==> config.mk <==
export PLATFORM = sky130hd
export DESIGN_NAME = bsse_exec
export DESIGN_NICKNAME = d
export VERILOG_FILES = /design/src/bsse_pkg.sv /design/src/bsse_exec.sv
export SDC_FILE = /design/constraint.sdc
export NUM_CORES = 1
export LEC_CHECK = 0
export ABC_CLOCK_PERIOD_IN_PS = 4540
export BUFFER_PORTS_ARGS = -buffer_cell sky130_fd_sc_hd__buf_2
export CORE_ASPECT_RATIO = 2
export CORE_MARGIN = 8
export CORE_UTILIZATION = 41
export CTS_CLUSTER_SIZE = 24
export DETAILED_ROUTE_END_ITERATION = 6
export SLEW_MARGIN = 30
export SYNTH_ARGS = -nofsm -noshare
export SYNTH_HDL_FRONTEND = slang
export SYNTH_SLANG_ARGS = --single-unit
==> constraint.sdc <==
create_clock -name ref_clk -period 4.54 [get_ports ref_clk]
set_input_delay 0.454 -clock ref_clk [delete_from_list [all_inputs] [get_ports ref_clk]]
set_output_delay 0.454 -clock ref_clk [all_outputs]
set_load 0.03 [all_outputs]
==> src/bsse_pkg.sv <==
// constants and types for the branch, skip, shift and bit execution slice
package bsse_pkg;
    localparam int DATA_W = 8;
    localparam int PC_W = 12;
    localparam int OFS_W = 7;
    localparam int BIT_W = 3;
    localparam int REG_AW = 5;
    localparam int IO_AW = 5;
    // status flag positions
    localparam int FLAG_C = 0;
    localparam int FLAG_Z = 1;
    localparam int FLAG_N = 2;
    localparam int FLAG_V = 3;
    localparam int FLAG_S = 4;
    localparam int FLAG_H = 5;
    localparam int FLAG_T = 6;
    localparam int FLAG_I = 7;
    localparam int MSB = 7;
    localparam int HMSB = 3;
    localparam logic [PC_W-1:0] PC_RESET = 12'h000;
    localparam logic [DATA_W-1:0] FLAGS_RESET = 8'h00;
    localparam logic [PC_W-1:0] PC_STEP_ONE = 12'h001;
    localparam logic [PC_W-1:0] PC_STEP_TWO = 12'h002;
    localparam logic [PC_W-1:0] PC_STEP_THREE = 12'h003;
    localparam int LSB = 0;
    // extra stall cycles after a taken op
    localparam logic [1:0] WAIT_NONE = 2'h0;
    localparam logic [1:0] WAIT_ONE = 2'h1;
    localparam logic [1:0] WAIT_TWO = 2'h2;
    // operations of this slice
    typedef enum logic [4:0] {
        BSSE_OP_NONE,
        BSSE_OP_COMPARE_WITH_CARRY_IN,
        BSSE_OP_COMPARE_WITH_IMMEDIATE,
        BSSE_OP_SKIP_IF_REG_BIT_ZERO,
        BSSE_OP_SKIP_IF_REG_BIT_ONE,
        BSSE_OP_SKIP_IF_IO_BIT_ZERO,
        BSSE_OP_SKIP_IF_IO_BIT_ONE,
        BSSE_OP_BRANCH_FLAG_ONE,
        BSSE_OP_BRANCH_FLAG_ZERO,
        BSSE_OP_BRANCH_SIGNED_GREATER_EQUAL,
        BSSE_OP_BRANCH_SIGNED_BELOW,
        BSSE_OP_SET_IO_BIT,
        BSSE_OP_CLEAR_IO_BIT,
        BSSE_OP_SHIFT_LEFT_LOGICAL,
        BSSE_OP_SHIFT_RIGHT_LOGICAL,
        BSSE_OP_ROTATE_LEFT_VIA_CARRY,
        BSSE_OP_ROTATE_RIGHT_VIA_CARRY
    } bsse_op_t;
    typedef enum {
        BSSE_ST_IDLE,
        BSSE_ST_WAIT
    } bsse_state_t;
endpackage

==> src/bsse_exec.sv <==
// execution slice: compares, skips, flag branches, i/o bit set/clear, shifts
`timescale 1ns/1ps
`default_nettype none
// How it works
// - compare register minus immediate or register minus register minus carry; set z n v c h, no write
// - register bit zero skips next instruction, pc plus 2 or 3, flags kept
// - register bit one skips next instruction, pc plus 2 or 3, flags kept
// - i/o bit zero skips next instruction, pc plus 2 or 3, flags kept
// - i/o bit one skips next instruction, pc plus 2 or 3, flags kept
// - selected status flag one: pc becomes pc plus offset plus one
// - selected status flag zero: branch taken; one cycle untaken, two taken
// - equal and unequal branches test the zero flag
// - carry-set and unsigned-below branches taken when carry is one
// - carry-clear and unsigned higher-or-same taken when carry is zero
// - minus branch on negative one, plus branch on negative zero
// - signed greater-or-equal taken when negative xor overflow is zero
// - signed below taken when negative xor overflow is one
// - half-carry branches, taken on flag one or flag zero
// - transfer bit branches, taken on flag one or flag zero
// - overflow branches, taken on flag one or flag zero
// - interrupt enable branches, taken when enabled or disabled
// - set addressed i/o bit, flags kept, two cycles
// - clear addressed i/o bit, flags kept, two cycles
// - shift left, zero into bit 0, update z c n v
// - shift right, zero into bit 7, update z c n v
// - rotate left through carry, old bit 7 to carry
// - rotate right through carry, old bit 0 to carry, one cycle
module bsse_exec
(
    input wire logic ref_clk,
    input wire logic sys_rst,
    input wire logic op_valid,
    input wire bsse_pkg::bsse_op_t op_code,
    input wire logic [bsse_pkg::DATA_W-1:0] rd_data,
    input wire logic [bsse_pkg::DATA_W-1:0] rr_data,
    input wire logic [bsse_pkg::DATA_W-1:0] imm_data,
    input wire logic [bsse_pkg::BIT_W-1:0] bit_sel,
    input wire logic [bsse_pkg::OFS_W-1:0] branch_ofs,
    input wire logic next_is_two_word,
    input wire logic [bsse_pkg::IO_AW-1:0] io_addr,
    input wire logic [bsse_pkg::DATA_W-1:0] io_rdata,
    input wire logic [bsse_pkg::REG_AW-1:0] rd_addr,
    output logic [bsse_pkg::PC_W-1:0] pc_out,
    output logic [bsse_pkg::DATA_W-1:0] flags_out,
    output logic busy,
    output logic rf_we,
    output logic [bsse_pkg::REG_AW-1:0] rf_waddr,
    output logic [bsse_pkg::DATA_W-1:0] rf_wdata,
    output logic io_we,
    output logic [bsse_pkg::IO_AW-1:0] io_waddr,
    output logic [bsse_pkg::DATA_W-1:0] io_wdata
);
    import bsse_pkg::*;

    logic [PC_W-1:0] pc_reg;
    logic [PC_W-1:0] pc_next;
    logic [DATA_W-1:0] flags_reg;
    logic [DATA_W-1:0] flags_next;
    bsse_state_t state_reg;
    logic [1:0] wait_reg;
    logic [1:0] wait_next;
    logic rf_we_reg;
    logic [REG_AW-1:0] rf_waddr_reg;
    logic [DATA_W-1:0] rf_wdata_reg;
    logic io_we_reg;
    logic io_we_next;
    logic [IO_AW-1:0] io_waddr_reg;
    logic [DATA_W-1:0] io_wdata_reg;
    logic [DATA_W-1:0] io_wdata_next;
    logic [DATA_W-1:0] res;
    logic res_wr;
    logic [PC_W-1:0] ofs_ext;
    logic [PC_W-1:0] skip_step;
    logic [PC_W-1:0] branch_target;
    logic busy_reg;

    // select one bit of a byte
    function automatic logic bit_of(input logic [DATA_W-1:0] v, input logic [BIT_W-1:0] b);
        bit_of = v[b];
    endfunction

    // stall length of a taken skip, one more past a two-word instruction
    function automatic logic [1:0] skip_wait(input logic two_word);
        skip_wait = two_word ? WAIT_TWO : WAIT_ONE;
    endfunction

    // signed compare outcome held in the flags: negative xor overflow
    function automatic logic signed_lt(input logic [DATA_W-1:0] f);
        signed_lt = f[FLAG_N] ^ f[FLAG_V];
    endfunction

    // flag branch decode: selected status flag equals the wanted level
    function automatic logic flag_hit(input logic [DATA_W-1:0] f, input logic [BIT_W-1:0] b, input logic want);
        flag_hit = (f[b] == want);
    endfunction

    // flags for shift/rotate results: z n v, carry given
    function automatic logic [DATA_W-1:0] shift_flags(input logic [DATA_W-1:0] f, input logic [DATA_W-1:0] r,
        input logic c);
        logic [DATA_W-1:0] o;
        o = f;
        o[FLAG_C] = c;
        o[FLAG_Z] = (r == '0);
        o[FLAG_N] = r[MSB];
        o[FLAG_V] = r[MSB] ^ c;
        o[FLAG_S] = r[MSB] ^ (r[MSB] ^ c);
        shift_flags = o;
    endfunction

    // subtract without write back, flags from the difference
    function automatic logic [DATA_W-1:0] cmp_flags(input logic [DATA_W-1:0] f, input logic [DATA_W-1:0] a,
        input logic [DATA_W-1:0] b, input logic cin, input logic keep_z);
        logic [DATA_W-1:0] o;
        logic [DATA_W-1:0] d;
        o = f;
        d = a - b - {{(DATA_W-1){1'b0}}, cin};
        o[FLAG_H] = (~a[HMSB] & b[HMSB]) | (b[HMSB] & d[HMSB]) | (d[HMSB] & ~a[HMSB]);
        o[FLAG_C] = (~a[MSB] & b[MSB]) | (b[MSB] & d[MSB]) | (d[MSB] & ~a[MSB]);
        o[FLAG_V] = (a[MSB] & ~b[MSB] & ~d[MSB]) | (~a[MSB] & b[MSB] & d[MSB]);
        o[FLAG_N] = d[MSB];
        o[FLAG_S] = d[MSB] ^ o[FLAG_V];
        o[FLAG_Z] = keep_z ? ((d == '0) & f[FLAG_Z]) : (d == '0);
        cmp_flags = o;
    endfunction

    assign ofs_ext = {{(PC_W-OFS_W){branch_ofs[OFS_W-1]}}, branch_ofs};
    assign skip_step = next_is_two_word ? PC_STEP_THREE : PC_STEP_TWO;
    assign branch_target = pc_reg + ofs_ext + PC_STEP_ONE;

    always_comb
    begin
        pc_next = pc_reg + PC_STEP_ONE;
        flags_next = flags_reg;
        wait_next = WAIT_NONE;
        res = rd_data;
        res_wr = 1'b0;
        io_we_next = 1'b0;
        io_wdata_next = io_rdata;
        if (op_valid && state_reg == BSSE_ST_IDLE)
        begin
            unique case (op_code)
                BSSE_OP_COMPARE_WITH_CARRY_IN:
                    flags_next = cmp_flags(flags_reg, rd_data, rr_data, flags_reg[FLAG_C], 1'b1);
                BSSE_OP_COMPARE_WITH_IMMEDIATE:
                    flags_next = cmp_flags(flags_reg, rd_data, imm_data, 1'b0, 1'b0);
                BSSE_OP_SKIP_IF_REG_BIT_ZERO:
                    if (!bit_of(rr_data, bit_sel))
                    begin
                        pc_next = pc_reg + skip_step;
                        wait_next = skip_wait(next_is_two_word);
                    end
                BSSE_OP_SKIP_IF_REG_BIT_ONE:
                    if (bit_of(rr_data, bit_sel))
                    begin
                        pc_next = pc_reg + skip_step;
                        wait_next = skip_wait(next_is_two_word);
                    end
                BSSE_OP_SKIP_IF_IO_BIT_ZERO:
                    if (!bit_of(io_rdata, bit_sel))
                    begin
                        pc_next = pc_reg + skip_step;
                        wait_next = skip_wait(next_is_two_word);
                    end
                BSSE_OP_SKIP_IF_IO_BIT_ONE:
                    if (bit_of(io_rdata, bit_sel))
                    begin
                        pc_next = pc_reg + skip_step;
                        wait_next = skip_wait(next_is_two_word);
                    end
                // covers equal, carry, negative, half-carry, transfer, overflow, interrupt forms
                BSSE_OP_BRANCH_FLAG_ONE:
                    if (flag_hit(flags_reg, bit_sel, 1'b1))
                    begin
                        pc_next = branch_target;
                        wait_next = WAIT_ONE;
                    end
                BSSE_OP_BRANCH_FLAG_ZERO:
                    if (flag_hit(flags_reg, bit_sel, 1'b0))
                    begin
                        pc_next = branch_target;
                        wait_next = WAIT_ONE;
                    end
                BSSE_OP_BRANCH_SIGNED_GREATER_EQUAL:
                    if (!signed_lt(flags_reg))
                    begin
                        pc_next = branch_target;
                        wait_next = WAIT_ONE;
                    end
                BSSE_OP_BRANCH_SIGNED_BELOW:
                    if (signed_lt(flags_reg))
                    begin
                        pc_next = branch_target;
                        wait_next = WAIT_ONE;
                    end
                BSSE_OP_SET_IO_BIT:
                begin
                    io_wdata_next[bit_sel] = 1'b1;
                    io_we_next = 1'b1;
                    wait_next = WAIT_ONE;
                end
                BSSE_OP_CLEAR_IO_BIT:
                begin
                    io_wdata_next[bit_sel] = 1'b0;
                    io_we_next = 1'b1;
                    wait_next = WAIT_ONE;
                end
                BSSE_OP_SHIFT_LEFT_LOGICAL:
                begin
                    res = {rd_data[MSB-1:0], 1'b0};
                    res_wr = 1'b1;
                    flags_next = shift_flags(flags_reg, res, rd_data[MSB]);
                end
                BSSE_OP_SHIFT_RIGHT_LOGICAL:
                begin
                    res = {1'b0, rd_data[MSB:LSB+1]};
                    res_wr = 1'b1;
                    flags_next = shift_flags(flags_reg, res, rd_data[LSB]);
                end
                BSSE_OP_ROTATE_LEFT_VIA_CARRY:
                begin
                    res = {rd_data[MSB-1:0], flags_reg[FLAG_C]};
                    res_wr = 1'b1;
                    flags_next = shift_flags(flags_reg, res, rd_data[MSB]);
                end
                BSSE_OP_ROTATE_RIGHT_VIA_CARRY:
                begin
                    res = {flags_reg[FLAG_C], rd_data[MSB:LSB+1]};
                    res_wr = 1'b1;
                    flags_next = shift_flags(flags_reg, res, rd_data[LSB]);
                end
                default:
                    pc_next = pc_reg + PC_STEP_ONE;
            endcase
        end
        else if (!op_valid || state_reg == BSSE_ST_WAIT)
        begin
            pc_next = pc_reg;
        end
    end

    // program counter
    always_ff @(posedge ref_clk or posedge sys_rst)
    begin
        if (sys_rst)
        begin
            pc_reg <= PC_RESET;
        end
        else
        begin
            pc_reg <= pc_next;
        end
    end

    // status flags, changed only by compares, shifts and rotates
    always_ff @(posedge ref_clk or posedge sys_rst)
    begin
        if (sys_rst)
        begin
            flags_reg <= FLAGS_RESET;
        end
        else
        begin
            flags_reg <= flags_next;
        end
    end

    // multi-cycle stall: extra cycles for taken branch, skip and i/o bit write
    always_ff @(posedge ref_clk or posedge sys_rst)
    begin
        if (sys_rst)
        begin
            state_reg <= BSSE_ST_IDLE;
            wait_reg <= WAIT_NONE;
        end
        else if (state_reg == BSSE_ST_IDLE)
        begin
            wait_reg <= wait_next;
            if (wait_next != WAIT_NONE)
            begin
                state_reg <= BSSE_ST_WAIT;
            end
        end
        else
        begin
            wait_reg <= wait_reg - WAIT_ONE;
            if (wait_reg == WAIT_ONE)
            begin
                state_reg <= BSSE_ST_IDLE;
            end
        end
    end

    // busy kept in its own flop so the port needs no decode
    always_ff @(posedge ref_clk or posedge sys_rst)
    begin
        if (sys_rst)
        begin
            busy_reg <= 1'b0;
        end
        else if (state_reg == BSSE_ST_IDLE)
        begin
            busy_reg <= (wait_next != WAIT_NONE);
        end
        else
        begin
            busy_reg <= (wait_reg != WAIT_ONE);
        end
    end

    // register file write strobe for shifts and rotates
    always_ff @(posedge ref_clk or posedge sys_rst)
    begin
        if (sys_rst)
        begin
            rf_we_reg <= 1'b0;
        end
        else
        begin
            rf_we_reg <= res_wr;
        end
    end

    // register file write address and result
    always_ff @(posedge ref_clk or posedge sys_rst)
    begin
        if (sys_rst)
        begin
            rf_waddr_reg <= '0;
            rf_wdata_reg <= '0;
        end
        else
        begin
            rf_waddr_reg <= rd_addr;
            rf_wdata_reg <= res;
        end
    end

    // i/o write strobe for bit set and clear
    always_ff @(posedge ref_clk or posedge sys_rst)
    begin
        if (sys_rst)
        begin
            io_we_reg <= 1'b0;
        end
        else
        begin
            io_we_reg <= io_we_next;
        end
    end

    // i/o read-modify-write address and byte
    always_ff @(posedge ref_clk or posedge sys_rst)
    begin
        if (sys_rst)
        begin
            io_waddr_reg <= '0;
            io_wdata_reg <= '0;
        end
        else
        begin
            io_waddr_reg <= io_addr;
            io_wdata_reg <= io_wdata_next;
        end
    end

    assign pc_out = pc_reg;
    assign flags_out = flags_reg;
    assign busy = busy_reg;
    assign rf_we = rf_we_reg;
    assign rf_waddr = rf_waddr_reg;
    assign rf_wdata = rf_wdata_reg;
    assign io_we = io_we_reg;
    assign io_waddr = io_waddr_reg;
    assign io_wdata = io_wdata_reg;
endmodule
`default_nettype wire

==> Word-level counts from Yosys, hierarchy flattened <==
Cells that the tools add are included.
{ "word_totals": {"ff_bits": 81, "latch_bits": 0, "ramBits": 0, "romBits": 0, "inputBits": 61, "output_inout_bits": 49, "wordCells": 157, "memories": 0} }
{ "classes": {"add_sub_neg": 8, "n_mul": 0, "div": 0, "n_lt_le_gt_ge": 2, "n_eq_ne": 21, "n_shift": 0, "n_mux": 45, "bitwise_logic": 49, "n_reduce_logical": 20} }
{ "op_table": {"columns": ["cell", "count"], "rows": [
  ["two-way mux 12 bit", 10],
  ["two-way mux 32 bit", 3],
  ["case mux 12 bit (8 select lines)", 1],
  ["equality test 5 x 4 -> 1 bit (second input constant)", 8],
  ["case mux 6 bit (6 select lines)", 1],
  ["equality test 32 x 2 -> 1 bit (second input constant)", 1],
  ["zero test 32 bit", 1],
  ["zero test 8 bit", 4],
  ["case mux 8 bit (4 select lines)", 1],
  ["adder 12 x 1 -> 12 bit (second input constant)", 2],
  ["equality test 5 x 3 -> 1 bit (second input constant)", 4],
  ["AND 1 bit", 19],
  ["case mux 2 bit (9 select lines)", 1],
  ["two-way mux 8 bit", 2],
  ["case mux 8 bit (2 select lines)", 1],
  ["subtractor 8 bit", 2],
  ["zero test 7 bit", 2],
  ["two-way mux 1 bit", 14],
  ["two-way mux 2 bit", 7],
  ["adder 12 bit", 1],
  ["adder 12 x 2 -> 12 bit", 1],
  ["equality test 5 x 2 -> 1 bit (second input constant)", 2],
  ["NOT 1 bit", 10],
  ["OR 1 bit", 10],
  ["other kinds (24)", 37]
]} }

==> Logic depth before layout (Yosys ltp) <==
{ "depth": {"ltp_word": 8, "mapped_depth": 16, "ltp_nobuf": 16} }

==> Worst setup path after synthesis <==
No wires, ideal clock.
{ "synth_path": {"path_kind": "input-to-reg", "startpoint": "in rd_data[0] (netlist name)", "endpoint": "reg flags_reg[1] (netlist: flags_out[1])", "setup_time_ns": 0.090, "arrival_time_ns": 2.818, "t_required_ns": 4.450, "path_slack_ns": 1.632, "cell_stages": 14, "path_buffers": 0, "path_cell_list": "inv_1 ha_1 inv_1 a21o_1 a21oi_1 o21ai_0 nand2_1 nand2_1 a21oi_1 fa_1 and4b_1 nand4_1 or4_1 o2111ai_1"} }
{ "synth_via": {"elab_chain_len": 5, "word_cells_on_any_way": 9, "classes_between": "3 x add/sub; 1 x mux; 1 x bitwise; 4 x reduce/logical"} }
{ "synth_rtl": {"columns": ["item", "line_no", "source"], "rows": [
  ["from (decl)", "bsse_exec.sv:34", "input wire logic [bsse_pkg::DATA_W-1:0] rd_data,"],
  ["subtractor 8 bit", "bsse_exec.sv:116", "d = a - b - {{(DATA_W-1){1'b0}}, cin};"],
  ["subtractor 8 x 1 -> 8 bit", "bsse_exec.sv:116", null],
  ["zero test 8 bit", null, null],
  ["AND 1 bit", "bsse_exec.sv:122", "o[FLAG_Z] = keep_z ? ((d == '0) & f[FLAG_Z]) : (d == '0);"],
  ["case mux 6 bit (6 select lines) (*)", "bsse_exec.sv:141", "unique case (op_code)"],
  ["to (signal assigned)", "bsse_exec.sv:263", "flags_reg <= flags_next;"],
  ["to (decl)", "bsse_exec.sv:57", "logic [DATA_W-1:0] flags_reg;"]
]} }
Every way passes the cells marked *; elsewhere a longest branch is shown, timed or not.
A chain may end at the register's enable or synchronous reset.

==> Worst setup path in the final report <==
Same ends and word-level chain as after synthesis.

==> results.sh <==
export IMPL_status="finished, final reports clean"
export IMPL_crit_arrival_ps=3390
export IMPL_hp_class="in2reg"
export IMPL_grt_pass1_vias=4602
export IMPL_numCtsBuffers=5
export IMPL_antenna_found_initial=0
export IMPL_finalSetupTns_ps=0
export IMPL_synth_seq_area_share_pct=27.83
export IMPL_timing_fmax_ghz=0.3155
export IMPL_post_route_util_pct=48.83
export IMPL_cts_root_buf="clkbuf_16"
export IMPL_htreeDepth=2
export IMPL_synth_seq_cells=50
export IMPL_drt_total_wl_um=14720
export IMPL_finalNetCount=726
export IMPL_hold_buffers=0
export IMPL_worstPathMaxFanout=6
export IMPL_max_cap_violations=0
export IMPL_ys_flop_type="dfrtp_1"
export IMPL_ioPinCount=110
export IMPL_fp_dieW_um=90.05
export IMPL_p_leak_uw=0.002464
export IMPL_yosysTopAreaCell="dfrtp_1"
export IMPL_synthTopCellsByArea="dfrtp_1, ha_1, o21ai_0"
export IMPL_die_h_um=164.1
export IMPL_synth_warnings=0
export IMPL_netlist_area_leader_share_pct=27.83
export IMPL_slew_limit_headroom_pct=53.80
export IMPL_cts_buffer_depth=2
export IMPL_grt_overflow=0
export IMPL_grt_total_usage_pct=19.88
export IMPL_tightest_slew_ps=687.2
export IMPL_yosysUniqueCellTypes=71
export IMPL_post_cts_setup_buffers=0
export IMPL_hpwl_um=12020
export IMPL_core_area_um2=10810
export IMPL_drtIter0Drc=175
export IMPL_clock_sinks=50
export IMPL_grt_pass1_wl_um=23270
export IMPL_rsz0062_at_grt="no"
export IMPL_syn_to_final_growth_pct=17.42
export IMPL_setup_violations=0
export IMPL_insertion_delay_ps=300
export IMPL_synth_common_cells="nand2_1, dfrtp_1, o21ai_0, inv_1, ha_1"
export IMPL_drcViolationCount=0
export IMPL_largest_reg_flops=12
export IMPL_netlist_area_um2=4496
export IMPL_drtAntennaViolNets=0
export IMPL_synth_most_common_cell="nand2_1"
export IMPL_synth_edff_count=0
export IMPL_slew_viol_final=0
export IMPL_portBuffers=107
export IMPL_first_pass_iters=5
export IMPL_diodes=0
export IMPL_vias=4349
export IMPL_peakVddDrop_mv=0.2394
export IMPL_worst_setup_path_type="in2reg"
export IMPL_hold_viol_final=0
export IMPL_clk_pin_slew_ps=80
export IMPL_cts_tree="yes"
export IMPL_syn_area_per_cell_um2=8.547
export IMPL_cp_end_kind="register"
export IMPL_syn_inst=526
export IMPL_viasPerCell=5.722
export IMPL_post_drt_wl_per_cell_um=19.36
export IMPL_gp_congestion=0.9789
export IMPL_clock_skew_ps=5.731
export IMPL_p_per_area_nw_per_um2=395.9
export IMPL_synthArstFlopShare_pct=100.0
export IMPL_fp_row_count=54
export IMPL_initial_core_util_pct=41.59
export IMPL_critPathRequiredTime_ps=4760
export IMPL_grt_start_max_net_pins=51
export IMPL_die_area_um2=14780
export IMPL_min_period_over_period_pct=69.82
export IMPL_drive_above_1_share_pct=22.10
export IMPL_ctsResizeCount=0
export IMPL_fin_crit_ps=3170
export IMPL_start_kind="input port"
==> cell usage in the layout, fill, tap and decap left out, types with 3 or more instances in the layout <==
cell type	count
nor3b_1	3
o221ai_1	4
inv_1	42
a21o_1	5
nand2b_1	6
mux2i_1	9
ha_1	40
xnor2_1	15
o32ai_1	4
dfrtp_1	50
buf_4	4
o32a_1	3
nand4_1	5
nand2_1	51
or2_2	4
xor2_1	19
nand3b_1	9
clkbuf_16	5
fa_1	6
a22oi_1	9
o22ai_1	15
mux2_2	4
nor3_1	8
o21a_1	4
or3b_2	3
o31ai_1	5
and3_1	8
buf_2	107
nand3_1	14
nor2_1	29
nor2b_1	8
o21ai_0	44
and2_1	4
a21oi_1	18
==> worst max-delay path: stages <==
cell and delay, ps:
buf_2 190, inv_1 100, ha_1 200, inv_1 80, a21o_1 120, a21oi_1 90, o21ai_0 420, nand2_1 100
nand2_1 80, a21oi_1 90, fa_1 580, and4b_1 230, nand4_1 80, or4_1 440, o2111ai_1 110
==> final timing paths <==
check	from	end	depth (start not counted)	slack (ps)
worst max-delay path	rd_data[0]	flags_out[1]	15	1370
worst min-delay path	io_addr[1]	io_waddr[1]	1	260
worst max register to register	flags_out[0]	flags_out[1]	12	1390
worst min register to register	wait_reg[0]	wait_reg[0]	1	470
max in group asynchronous	sys_rst	flags_out[0]	3	3750
min in group asynchronous	sys_rst	rf_waddr[2]	3	330
==> where the power goes <==
group	switching [µW]	total, µW	leakage (µW)	internal (µW)
logic	636	1030	0.00177	398
clock network	190	401	0.0000759	211
registers	129	655	0.000617	526
==> kinds of logic (layout without fill, tap and decap cells) <==
| logic type | after synthesis | count (layout) | synth area share, % |
|---|---|---|---|
| mux | 17 | 17 | 5.177 |
| xor+xnor | 34 | 34 | 6.624 |
| compound gates | 141 | 141 | 20.79 |
| buf+inv | 70 | 163 | 6.373 |
| flops | 50 | 50 | 27.83 |
| simple gates | 167 | 167 | 19.32 |
| fa+ha+maj | 46 | 46 | 13.80 |
| other cells | 1 | 2 | 0.08342 |
==> final cells by class <==
type,count,area (µm²)
fillers,1087,5532
multi-input cells,407,2968
flip-flops and latches,50,1251
repair buffers,111,565.5
well taps,140,175.2
inverters,44,165.2
clock buffers,5,125.1
clock inverters,3,28.78
==> per-stage QoR <==
step,total power (µW),worst slack [ps],hold slack [ps],cells,instance area [µm²]
after floorplan,1374,1632,439.6,527,4499
after global placement,1667,1143,450.8,752,5119
after detailed placement,1691,1055,462.4,752,5119
after CTS,2100,1361,254.0,760,5273
after global routing,2229,1081,252.3,760,5279
final,2090,1370,259.0,760,5279
==> per-layer routing <==
layer	wire [µm]	GRT usage [%]	vias up	share of wire, %
li1	-	-	2082	-
met1	4795	16.93	2099	33
met2	8682	41.58	130	59
met3	546	2.883	38	3.7
met4	692	11.52	0	4.7
met5	0	0	-	0
Note: power is estimated with default switching activity, not from simulation.
